$ cat config.mk
export PLATFORM = sky130hd
export DESIGN_NAME = vram_host
export DESIGN_NICKNAME = d
export VERILOG_FILES = /design/src/common/vram_host_pkg.sv /design/src/verilog/vram_host.sv
export SDC_FILE = /design/constraint.sdc
export NUM_CORES = 1
export LEC_CHECK = 0
export BUFFER_PORTS_ARGS = -buffer_cell sky130_fd_sc_hd__buf_2
export CAP_MARGIN = 20
export CORE_MARGIN = 8
export CORE_UTILIZATION = 35
export DETAILED_ROUTE_END_ITERATION = 16
export GPL_TIMING_DRIVEN = 0
export PLACE_DENSITY = 0.55
export SETUP_SLACK_MARGIN = 0.3
export SKIP_CTS_REPAIR_TIMING = 1
export SYNTH_ARGS = -nofsm -noshare
export SYNTH_HDL_FRONTEND = slang
export SYNTH_SLANG_ARGS = --single-unit
$ cat constraint.sdc
create_clock -name sys_clk_in -period 6.2 [get_ports sys_clk_in]
set_clock_uncertainty 0.15 [all_clocks]
set_input_delay 0.93 -clock sys_clk_in [delete_from_list [all_inputs] [get_ports sys_clk_in]]
set_output_delay 0.93 -clock sys_clk_in [all_outputs]
set_load 0.01 [all_outputs]
$ cat src/common/vram_host_pkg.sv
package vram_host_pkg;

  // ==========================================================
  // Timing
  localparam int CLK_PERIOD_NS = 50;
  localparam int PHASE_NS = 100;
  localparam int PHASE_CYCLES = (PHASE_NS + CLK_PERIOD_NS - 1) / CLK_PERIOD_NS;
  localparam int ROW_COUNT = 512;
  localparam int REFRESH_INTERVAL_DEFAULT = 300;

  // ==========================================================
  // Register offsets
  localparam logic [7:0] REG_CMD = 8'h00;
  localparam logic [7:0] REG_ROW = 8'h04;
  localparam logic [7:0] REG_COL = 8'h08;
  localparam logic [7:0] REG_WDATA = 8'h0C;
  localparam logic [7:0] REG_MASK = 8'h10;
  localparam logic [7:0] REG_RDATA = 8'h14;
  localparam logic [7:0] REG_STATUS = 8'h18;
  localparam logic [7:0] REG_REFCTL = 8'h1C;

  // ==========================================================
  // Command, status and refresh control register fields
  localparam int CMD_OP_LSB = 0;
  localparam int CMD_LATE_BIT = 4;
  localparam int CMD_MASKED_BIT = 5;
  localparam int CMD_LANE_LSB = 6;
  localparam int CMD_KIND_LSB = 8;
  localparam int STAT_BUSY_BIT = 0;
  localparam int STAT_COLOR_BIT = 1;
  localparam int STAT_PERSIST_BIT = 2;
  localparam int STAT_ERROR_BIT = 3;
  localparam int STAT_PENDING_BIT = 4;
  localparam int REFCTL_EN_BIT = 0;
  localparam int REFCTL_KIND_LSB = 1;
  localparam logic [1:0] REFCTL_RESET = 2'h0;

  // ==========================================================
  // Operation codes
  localparam logic [3:0] OP_READ = 4'h0;
  localparam logic [3:0] OP_WRITE = 4'h1;
  localparam logic [3:0] OP_BLOCK = 4'h2;
  localparam logic [3:0] OP_LOAD_MASK = 4'h3;
  localparam logic [3:0] OP_LOAD_COLOR = 4'h4;
  localparam logic [3:0] OP_CBR = 4'h5;
  localparam logic [3:0] OP_RAS_ONLY = 4'h6;
  localparam logic [3:0] OP_HIDDEN = 4'h7;

  localparam logic [1:0] KIND_OPTION_RESET = 2'h0;
  localparam logic [1:0] KIND_NO_RESET = 2'h1;
  localparam logic [1:0] KIND_STOP_POINT = 2'h2;
  localparam logic [1:0] KIND_RESERVED = 2'h3;

  typedef enum logic [3:0] {
    ST_IDLE, ST_PRE_RAS, ST_RAS, ST_COL, ST_CAS, ST_LATE_WE,
    ST_HID_HIGH, ST_HID_LOW, ST_RELEASE
  } state_type;

  typedef struct packed {
    logic [3:0] op;
    logic late;
    logic masked;
    logic [1:0] lanes;
    logic [1:0] kind;
    logic [8:0] row;
    logic [8:0] col;
    logic [15:0] data;
    logic [15:0] mask;
  } cmd_type;

  typedef struct packed {
    logic ras_n;
    logic lower_column_strobe_n_n;
    logic upper_column_strobe_n_n;
    logic we_n;
    logic trg_n;
    logic special_function_select;
    logic [8:0] addr;
    logic [15:0] dq;
    logic dq_oe;
  } pins_type;

  localparam pins_type PINS_IDLE = '{1'b1, 1'b1, 1'b1, 1'b1, 1'b1, 1'b0,
                                      9'h000, 16'h0000, 1'b0};

endpackage

$ cat src/verilog/vram_host.sv
// What this block does
// - Column strobes fall before row strobe to start a refresh, row internal.
// - Controller refreshes all 512 rows within the refresh period.
// - Hidden refresh holds both column strobes low after read, recycles row.
// - Row-only refresh strobes each external row address with row strobe.
// - Early write drops write strobe before both column strobes fall.
// - Late write drops write strobe after a column strobe has fallen.
// - Load mask: select high at row fall, low at column fall.
// - Block write: select high at column fall, column mask on data pins.
// - Color register must be loaded before any block write.
// - Output-enable/transfer select held high at row fall for DRAM cycles.
`timescale 1ns/1ns
`default_nettype none
module vram_host
  import vram_host_pkg::*;
#(
  parameter int REFRESH_INTERVAL = REFRESH_INTERVAL_DEFAULT
) (
  input wire logic sys_clk_in, // System clock
  input wire logic rst_n_in, // Async reset, low
  input wire logic [7:0] addr_in, // Register address
  input wire logic [31:0] wdata_in, // Register write data
  input wire logic wr_in, // Write strobe
  input wire logic rd_in, // Read strobe
  output logic [31:0] rdata_out, // Read data, cycle after strobe
  output logic ras_n_out, // Row strobe
  output logic lower_column_strobe_n_out, // Lower byte column strobe
  output logic upper_column_strobe_n_out, // Upper byte column strobe
  output logic we_n_out, // Write strobe
  output logic output_enable_transfer_select_n_out, // Output enable
  output logic special_function_select_out, // Special function
  output logic [8:0] multiplexed_address_out, // Row/column address
  input wire logic [15:0] random_data_pins_in, // Data pins in
  output logic [15:0] random_data_pins_out, // Data pins out
  output logic random_data_pins_oe_out // High while driving data
);

  // ==========================================================
  // Reset release
  logic rst_meta;
  logic rst_sync;
  always_ff @(posedge sys_clk_in or negedge rst_n_in) begin
    if (!rst_n_in) begin
      rst_meta <= 1'b0;
      rst_sync <= 1'b0;
    end else begin
      rst_meta <= 1'b1;
      rst_sync <= rst_meta;
    end
  end

  // ==========================================================
  // Helpers
  function automatic logic is_write_op(input logic [3:0] op);
    return op == OP_WRITE || op == OP_BLOCK || op == OP_LOAD_MASK ||
           op == OP_LOAD_COLOR;
  endfunction

  function automatic logic is_refresh_op(input logic [3:0] op);
    return op == OP_CBR || op == OP_RAS_ONLY;
  endfunction

  // ==========================================================
  // Sequencer and software registers
  state_type state, next_state;
  cmd_type cur, next_cur;
  logic [3:0] timer, next_timer;
  pins_type pins, next_pins;
  logic [8:0] row_reg, next_row_reg;
  logic [8:0] col_reg, next_col_reg;
  logic [15:0] wdata_reg, next_wdata_reg;
  logic [15:0] mask_reg, next_mask_reg;
  logic [15:0] read_data, next_read_data;
  logic [2:0] refctl, next_refctl;
  logic color_loaded, next_color_loaded;
  logic persistent, next_persistent;
  logic error, next_error;
  logic ref_pending, next_ref_pending;
  logic [31:0] ref_count, next_ref_count;
  logic [31:0] rdata, next_rdata;
  logic step;
  logic cmd_write;
  cmd_type sw_cmd;

  assign step = (timer == 4'h0);
  assign cmd_write = wr_in && addr_in == REG_CMD;

  always_comb begin
    sw_cmd.op = wdata_in[CMD_OP_LSB +: 4];
    sw_cmd.late = wdata_in[CMD_LATE_BIT];
    sw_cmd.masked = wdata_in[CMD_MASKED_BIT];
    sw_cmd.lanes = wdata_in[CMD_LANE_LSB +: 2];
    sw_cmd.kind = wdata_in[CMD_KIND_LSB +: 2];
    sw_cmd.row = row_reg;
    sw_cmd.col = col_reg;
    sw_cmd.data = wdata_reg;
    sw_cmd.mask = mask_reg;
  end

  always_comb begin
    next_state = state;
    next_cur = cur;
    next_timer = step ? 4'h0 : timer - 4'h1;
    next_row_reg = row_reg;
    next_col_reg = col_reg;
    next_wdata_reg = wdata_reg;
    next_mask_reg = mask_reg;
    next_read_data = read_data;
    next_refctl = refctl;
    next_color_loaded = color_loaded;
    next_persistent = persistent;
    next_error = error;
    next_ref_pending = ref_pending;
    next_ref_count = ref_count + 32'h1;
    next_rdata = 32'h0;
    if (ref_count >= 32'(REFRESH_INTERVAL - 1) && refctl[REFCTL_EN_BIT]) begin
      next_ref_count = 32'h0;
    end else if (!refctl[REFCTL_EN_BIT]) begin
      next_ref_count = 32'h0;
    end
    // Software writes
    if (wr_in) begin
      case (addr_in)
        REG_ROW: next_row_reg = wdata_in[8:0];
        REG_COL: next_col_reg = wdata_in[8:0];
        REG_WDATA: next_wdata_reg = wdata_in[15:0];
        REG_MASK: next_mask_reg = wdata_in[15:0];
        REG_REFCTL: next_refctl = wdata_in[2:0];
        REG_STATUS: begin
          if (wdata_in[STAT_ERROR_BIT]) begin
            next_error = 1'b0;
          end
        end
        default: ;
      endcase
    end
    if (rd_in) begin
      case (addr_in)
        REG_ROW: next_rdata = {23'h0, row_reg};
        REG_COL: next_rdata = {23'h0, col_reg};
        REG_WDATA: next_rdata = {16'h0, wdata_reg};
        REG_MASK: next_rdata = {16'h0, mask_reg};
        REG_RDATA: next_rdata = {16'h0, read_data};
        REG_REFCTL: next_rdata = {29'h0, refctl};
        REG_STATUS: next_rdata = {27'h0, ref_pending, error, persistent,
                                  color_loaded, state != ST_IDLE};
        default: next_rdata = 32'h0;
      endcase
    end
    // Spread refreshes evenly so every row is reached in time
    if (refctl[REFCTL_EN_BIT] && ref_count >= 32'(REFRESH_INTERVAL - 1)) begin
      next_ref_pending = 1'b1;
    end
    case (state)
      ST_IDLE: begin
        if (cmd_write) begin
          // Busy is not possible here; refuse only illegal orders
          if ((sw_cmd.op == OP_BLOCK && !color_loaded) ||
              (sw_cmd.op == OP_CBR && sw_cmd.kind == KIND_RESERVED) ||
              sw_cmd.op > OP_HIDDEN) begin
            next_error = 1'b1;
          end else begin
            next_cur = sw_cmd;
            next_state = ST_PRE_RAS;
            next_timer = 4'(PHASE_CYCLES - 1);
          end
        end else if (ref_pending) begin
          next_ref_pending = 1'b0;
          next_cur = sw_cmd;
          next_cur.op = OP_CBR;
          next_cur.kind = refctl[REFCTL_KIND_LSB +: 2] == KIND_RESERVED ?
                          KIND_NO_RESET : refctl[REFCTL_KIND_LSB +: 2];
          next_state = ST_PRE_RAS;
          next_timer = 4'(PHASE_CYCLES - 1);
        end
      end
      ST_PRE_RAS: if (step) begin
        next_state = ST_RAS;
        next_timer = 4'(PHASE_CYCLES - 1);
      end
      ST_RAS: if (step) begin
        next_state = is_refresh_op(cur.op) ? ST_RELEASE : ST_COL;
        next_timer = 4'(PHASE_CYCLES - 1);
      end
      ST_COL: if (step) begin
        next_state = ST_CAS;
        next_timer = 4'(PHASE_CYCLES - 1);
      end
      ST_CAS: if (step) begin
        if (cur.op == OP_READ || cur.op == OP_HIDDEN) begin
          next_read_data = random_data_pins_in;
        end
        if (cur.late && is_write_op(cur.op)) begin
          next_state = ST_LATE_WE;
        end else if (cur.op == OP_HIDDEN) begin
          next_state = ST_HID_HIGH;
        end else begin
          next_state = ST_RELEASE;
        end
        next_timer = 4'(PHASE_CYCLES - 1);
      end
      ST_LATE_WE: if (step) begin
        next_state = ST_RELEASE;
        next_timer = 4'(PHASE_CYCLES - 1);
      end
      ST_HID_HIGH: if (step) begin
        next_state = ST_HID_LOW;
        next_timer = 4'(PHASE_CYCLES - 1);
      end
      ST_HID_LOW: if (step) begin
        next_state = ST_RELEASE;
        next_timer = 4'(PHASE_CYCLES - 1);
      end
      ST_RELEASE: if (step) begin
        next_state = ST_IDLE;
        // Mirror of the device's mask mode
        if (cur.op == OP_LOAD_MASK) begin
          next_persistent = 1'b1;
        end else if (cur.op == OP_HIDDEN ||
                     (cur.op == OP_CBR && cur.kind == KIND_OPTION_RESET)) begin
          // Hidden row fall has write high, select low: option reset
          next_persistent = 1'b0;
        end
        if (cur.op == OP_LOAD_COLOR) begin
          next_color_loaded = 1'b1;
        end
      end
      default: next_state = ST_IDLE;
    endcase
    // Command while busy is dropped and flagged; set beats clear
    if (cmd_write && state != ST_IDLE) begin
      next_error = 1'b1;
    end
  end

  // ==========================================================
  // Pin levels for each phase
  always_comb begin
    next_pins = PINS_IDLE;
    next_pins.addr = next_cur.row;
    case (next_state)
      ST_PRE_RAS, ST_RAS: begin
        next_pins.ras_n = (next_state != ST_RAS);
        next_pins.trg_n = 1'b1;
        if (next_cur.op == OP_CBR) begin
          // Strobes low a phase before row strobe falls
          next_pins.lower_column_strobe_n_n = 1'b0;
          next_pins.upper_column_strobe_n_n = 1'b0;
          next_pins.we_n = next_cur.kind != KIND_STOP_POINT;
          next_pins.special_function_select = next_cur.kind != KIND_OPTION_RESET;
        end else begin
          // Masked write: write strobe low with mask on pins
          next_pins.we_n = !(next_cur.masked &&
                             (next_cur.op == OP_WRITE ||
                              next_cur.op == OP_BLOCK));
          next_pins.special_function_select = next_cur.op == OP_LOAD_MASK ||
                          next_cur.op == OP_LOAD_COLOR;
          next_pins.dq = next_cur.mask;
          next_pins.dq_oe = !next_pins.we_n;
        end
      end
      ST_COL, ST_CAS, ST_LATE_WE: begin
        next_pins.ras_n = 1'b0;
        next_pins.addr = next_cur.col; // One column per row cycle: row stays open
        next_pins.special_function_select = next_cur.op == OP_BLOCK ||
                        next_cur.op == OP_LOAD_COLOR;
        next_pins.we_n = !(is_write_op(next_cur.op) &&
                           (!next_cur.late || next_state == ST_LATE_WE ||
                            next_pins.we_n == 1'b0));
        next_pins.dq = next_cur.data; // Column mask for block write
        next_pins.dq_oe = is_write_op(next_cur.op);
        if (next_state != ST_COL) begin
          if (next_cur.op == OP_HIDDEN) begin
            next_pins.lower_column_strobe_n_n = 1'b0;
            next_pins.upper_column_strobe_n_n = 1'b0;
          end else begin
            next_pins.lower_column_strobe_n_n = !next_cur.lanes[0];
            next_pins.upper_column_strobe_n_n = !next_cur.lanes[1];
          end
          next_pins.trg_n = !(next_cur.op == OP_READ ||
                              next_cur.op == OP_HIDDEN);
        end
      end
      ST_HID_HIGH, ST_HID_LOW: begin
        // Column strobes and output enable held so read data stays
        next_pins.ras_n = (next_state == ST_HID_HIGH);
        next_pins.lower_column_strobe_n_n = 1'b0;
        next_pins.upper_column_strobe_n_n = 1'b0;
        next_pins.trg_n = 1'b0;
      end
      default: ;
    endcase
  end

  always_ff @(posedge sys_clk_in or negedge rst_sync) begin
    if (!rst_sync) begin
      state <= ST_IDLE;
      cur <= '0;
      timer <= 4'h0;
      pins <= PINS_IDLE;
      row_reg <= 9'h000;
      col_reg <= 9'h000;
      wdata_reg <= 16'h0000;
      mask_reg <= 16'h0000;
      read_data <= 16'h0000;
      refctl <= {REFCTL_RESET, 1'b0};
      color_loaded <= 1'b0;
      persistent <= 1'b0;
      error <= 1'b0;
      ref_pending <= 1'b0;
      ref_count <= 32'h0;
      rdata <= 32'h0;
    end else begin
      state <= next_state;
      cur <= next_cur;
      timer <= next_timer;
      pins <= next_pins;
      row_reg <= next_row_reg;
      col_reg <= next_col_reg;
      wdata_reg <= next_wdata_reg;
      mask_reg <= next_mask_reg;
      read_data <= next_read_data;
      refctl <= next_refctl;
      color_loaded <= next_color_loaded;
      persistent <= next_persistent;
      error <= next_error;
      ref_pending <= next_ref_pending;
      ref_count <= next_ref_count;
      rdata <= next_rdata;
    end
  end

  assign rdata_out = rdata;
  assign ras_n_out = pins.ras_n;
  assign lower_column_strobe_n_out = pins.lower_column_strobe_n_n;
  assign upper_column_strobe_n_out = pins.upper_column_strobe_n_n;
  assign we_n_out = pins.we_n;
  assign output_enable_transfer_select_n_out = pins.trg_n;
  assign special_function_select_out = pins.special_function_select;
  assign multiplexed_address_out = pins.addr;
  assign random_data_pins_out = pins.dq;
  assign random_data_pins_oe_out = pins.dq_oe;

  // ==========================================================
  // Checks
  // Previous strobe levels, so first column fall is plain logic
  logic cas_fell;
  logic lower_column_strobe_n_q;
  logic upper_column_strobe_n_q;
  always_ff @(posedge sys_clk_in or negedge rst_sync) begin
    if (!rst_sync) begin
      lower_column_strobe_n_q <= 1'b1;
      upper_column_strobe_n_q <= 1'b1;
    end else begin
      lower_column_strobe_n_q <= pins.lower_column_strobe_n_n;
      upper_column_strobe_n_q <= pins.upper_column_strobe_n_n;
    end
  end
  assign cas_fell = lower_column_strobe_n_q && upper_column_strobe_n_q && !(pins.lower_column_strobe_n_n && pins.upper_column_strobe_n_n);
endmodule
`default_nettype wire

==> impl_metrics.yaml <==
yosys:
  ys_seq_elements: 223
  synthArstFlopShare_pct: 100
  yosys.area_share.simple_pct: 10.4
  synth_top_area_share_pct: 58.5
  synth_top_family_by_area: "multiplexers"
  yosysSeqAreaShare_pct: 59.9
  yosys.area.top_type: "dfrtp_1"
  yosysUniqueCellTypes: 71
  synth_area_leaders: "dfrtp_1 59%, mux2_2 15%, a222oi_1 1.6%, dfstp_2 1.4%, nand3_1 1.4%"
  ys.flop_type: "dfrtp_1"
  synth-compound-area-share_pct: 8.66
  synth.most_common_cell: "dfrtp_1"
  synth-edff-count: 0
  synth_area_um2: 9320
  syn_area_per_cell_um2: 13.0
  synth.area.mux_share_pct: 15.7
  synth_xor_area_share_pct: 0.939
  synth_cells: 719
  synthAdderAreaFrac_pct: 0.403
  synthTopCellsByCount: "218 x dfrtp_1, 122 x mux2_2, 34 x nand2_1, 33 x nor2_1, 26 x nand3_1"
  yosysWarningCount: 0
timing:
  period_needed_ns: 3.55
  grt_setup_unrepaired: "false"
  hold_violations: 0
  timing.final.crit_share_pct: 57.3
  layout_setup_ws_ns: 2.65
  worst_pin_slew_ns: 0.870
  slew_headroom_pct: 41.8
  maxSlewViolCount: 0
  finalSetupTns_ns: 0
  clock.fmax_ghz: 0.282
  setup_viol_count_final: 0
setup_path:
  path_max_fanout: 10
  startpoint_type: "register"
  worstSetupPathType: "register to register"
  end_kind: "register"
  crit_chain: "clkbuf_1 -> mux2_2 -> a222oi_1 -> o211ai_1 -> a32oi_1 -> buf_4 -> clkbuf_1 -> mux2_2"
  cpPeakStageDelay_ns: 0.47
  crit_arrival_ns: 3.80
  required_ns: 6.45
  crit_slowest_cell: "a32oi_1"
clock_network:
  cts_num_sinks: 223
  cts_tree: "done"
  clock_latency_ns: 0.52
  clockRootBuffer: "clkbuf_16"
  clk_pin_slew_worst_paths_ns: 0.06
  cts_max_path_buffers: 3
  numCtsBuffers: 25
  htreeDepth: 1
pwr:
  max-vdd-ir-drop_v: 0.000263
  p_leak_nw: 5.43
  p_per_area_nw_per_um2: 374
cells_and_area:
  fill_cells: 2508
  regMostFlops: "cur"
  top_regs: "cur: 60 flops, ref_count: 32 flops"
  largest_register_ffs: 60
  drive_above_1_share_pct: 33.6
  seqCellArea_um2: 5590
  area_growth_pct: 20.5
  final_util_pct: 43.0
  postLayoutCellArea_um2: 11200
  nets: 938
  multi_input_area_um2: 3520
  n_antenna_cell: 0
floorplanning:
  num_rows: 59
  start_util_pct: 35.7
  dieArea_um2: 32100
  die_w_um: 179
  core_um2: 26100
  dieHeight_um: 179
  io_pins: 124
grt:
  grt_max_degree: 55
  first_global_vias: 6486
  track_usage_pct: 15.1
  grt_pass1_wl_mm: 37.5
  antenna_found_initial: 2
  overflow: 0
job:
  max_cap_viol_count: 0
drt:
  ant_nets: 0
  dr.pass1.iters: 5
  vias: 6174
  drcViolationCount: 0
  wl_mm: 24.0
  via_per_inst: 5.03
  wl_per_cell_um: 19.5
  drt_iter0_markers: 401
placement:
  dp_hpwl_mm: 17.2
  dpl_cell_area_um2: 10400
  post-place-ws_ns: 2.12
  finalWeightedCongestion: 0.785
  io_buffers: 85
run_status:
  status: "complete, no violations"
worst_hold_path:
  hold_path_class: "input port to async pin"
-- per-layer routing --
layer,GRT usage [%],vias to the layer above,share of wire [%]
met4,5.66,4,3.1
met3,3.22,52,6.3
li1,-,2861,-
met5,0,-,0.12
met2,23.9,181,46
met1,20.1,3076,44
-- logic make-up (layout without fill, tap and decap cells) --
logic type / count (synthesis) / after routing
xor+xnor: 10 / 10
compound gates: 105 / 105
flops: 223 / 223
buf+inv: 69 / 205
fa+ha+maj: 3 / 3
mux: 130 / 130
other cells: 2 / 40
simple gates: 177 / 177
-- layout by cell type, fill, tap and decap left out, types with 4 or more instances in the layout --
cell       synthesis  routed
a21oi_1           14      14
a222oi_1          15      15
a22oi_1           14      14
a31oi_1            9       9
and3_1             8       8
buf_2             10      95
buf_4             17      19
clkbuf_1          20      29
clkbuf_16          0      25
clkinv_2           0       4
conb_1             2      40
dfrtp_1          218     217
dfstp_2            5       5
inv_1             18      18
mux2_2           122     122
mux2i_1            7       7
nand2_1           34      34
nand2b_1          14      14
nand3_1           26      26
nand3b_1           8       8
nand4_1            7       7
nor2_1            33      33
nor2b_1            6       6
nor3_1             6       6
nor3b_1            4       4
nor4_1             7       7
o21ai_0           16      16
xor2_1             7       7
-- stage by stage --
| step | total power, mW | cells | hold WS [ns] |
|---|---|---|---|
| 6_report | 4.20 | 1228 | 0.0283 |
| 5_1_grt | 4.43 | 1228 | 0.0101 |
| 4_1_cts | 4.26 | 1228 | 0.00720 |
| 3_5_place_dp | 2.77 | 1183 | 0.174 |
| 3_3_place_gp | 2.75 | 1177 | 0.186 |
| 2_1_floorplan | 2.45 | 757 | 0.181 |
-- power breakdown --
group / internal, mW / switching [mW] / leakage (nW)
Combinational: 0.403 / 0.568 / 2.08
Sequential: 1.67 / 0.0969 / 2.95
Clock: 0.882 / 0.583 / 0.389
-- critical path, delay by kind of cell (launching register included) --
family / cells / cell delay (ns)
flops: 1 / 0.32
buf+inv: 3 / 0.96
mux: 2 / 0.78
compound gates: 3 / 1.21
-- final timing paths --
kind / start / to / slack, ns / cells past startpoint
max in group asynchronous: rst_sync / cur[29] / 4.82 / 2
min: rst_n_in / rst_sync / 0.03 / 1
min in group sys_clk_in: rst_meta / rst_sync / 0.20 / 0
max reg2reg: cur[58] / multiplexed_address_out[4] / 2.65 / 8
max: cur[58] / multiplexed_address_out[4] / 2.65 / 8
min reg2reg: rst_sync / ref_count[20] / 0.15 / 0
-- layout make-up --
type,count,area share [%]
Sequential cell,223,49.7
Multi-Input combinational cell,465,31.3
Clock buffer,35,5.99
Timing Repair Buffer,91,4.83
Tap cell,335,3.73
Buffer,51,2.58
Clock inverter,10,1.19
Inverter,18,0.601
(Power assumes the default switching activity.)
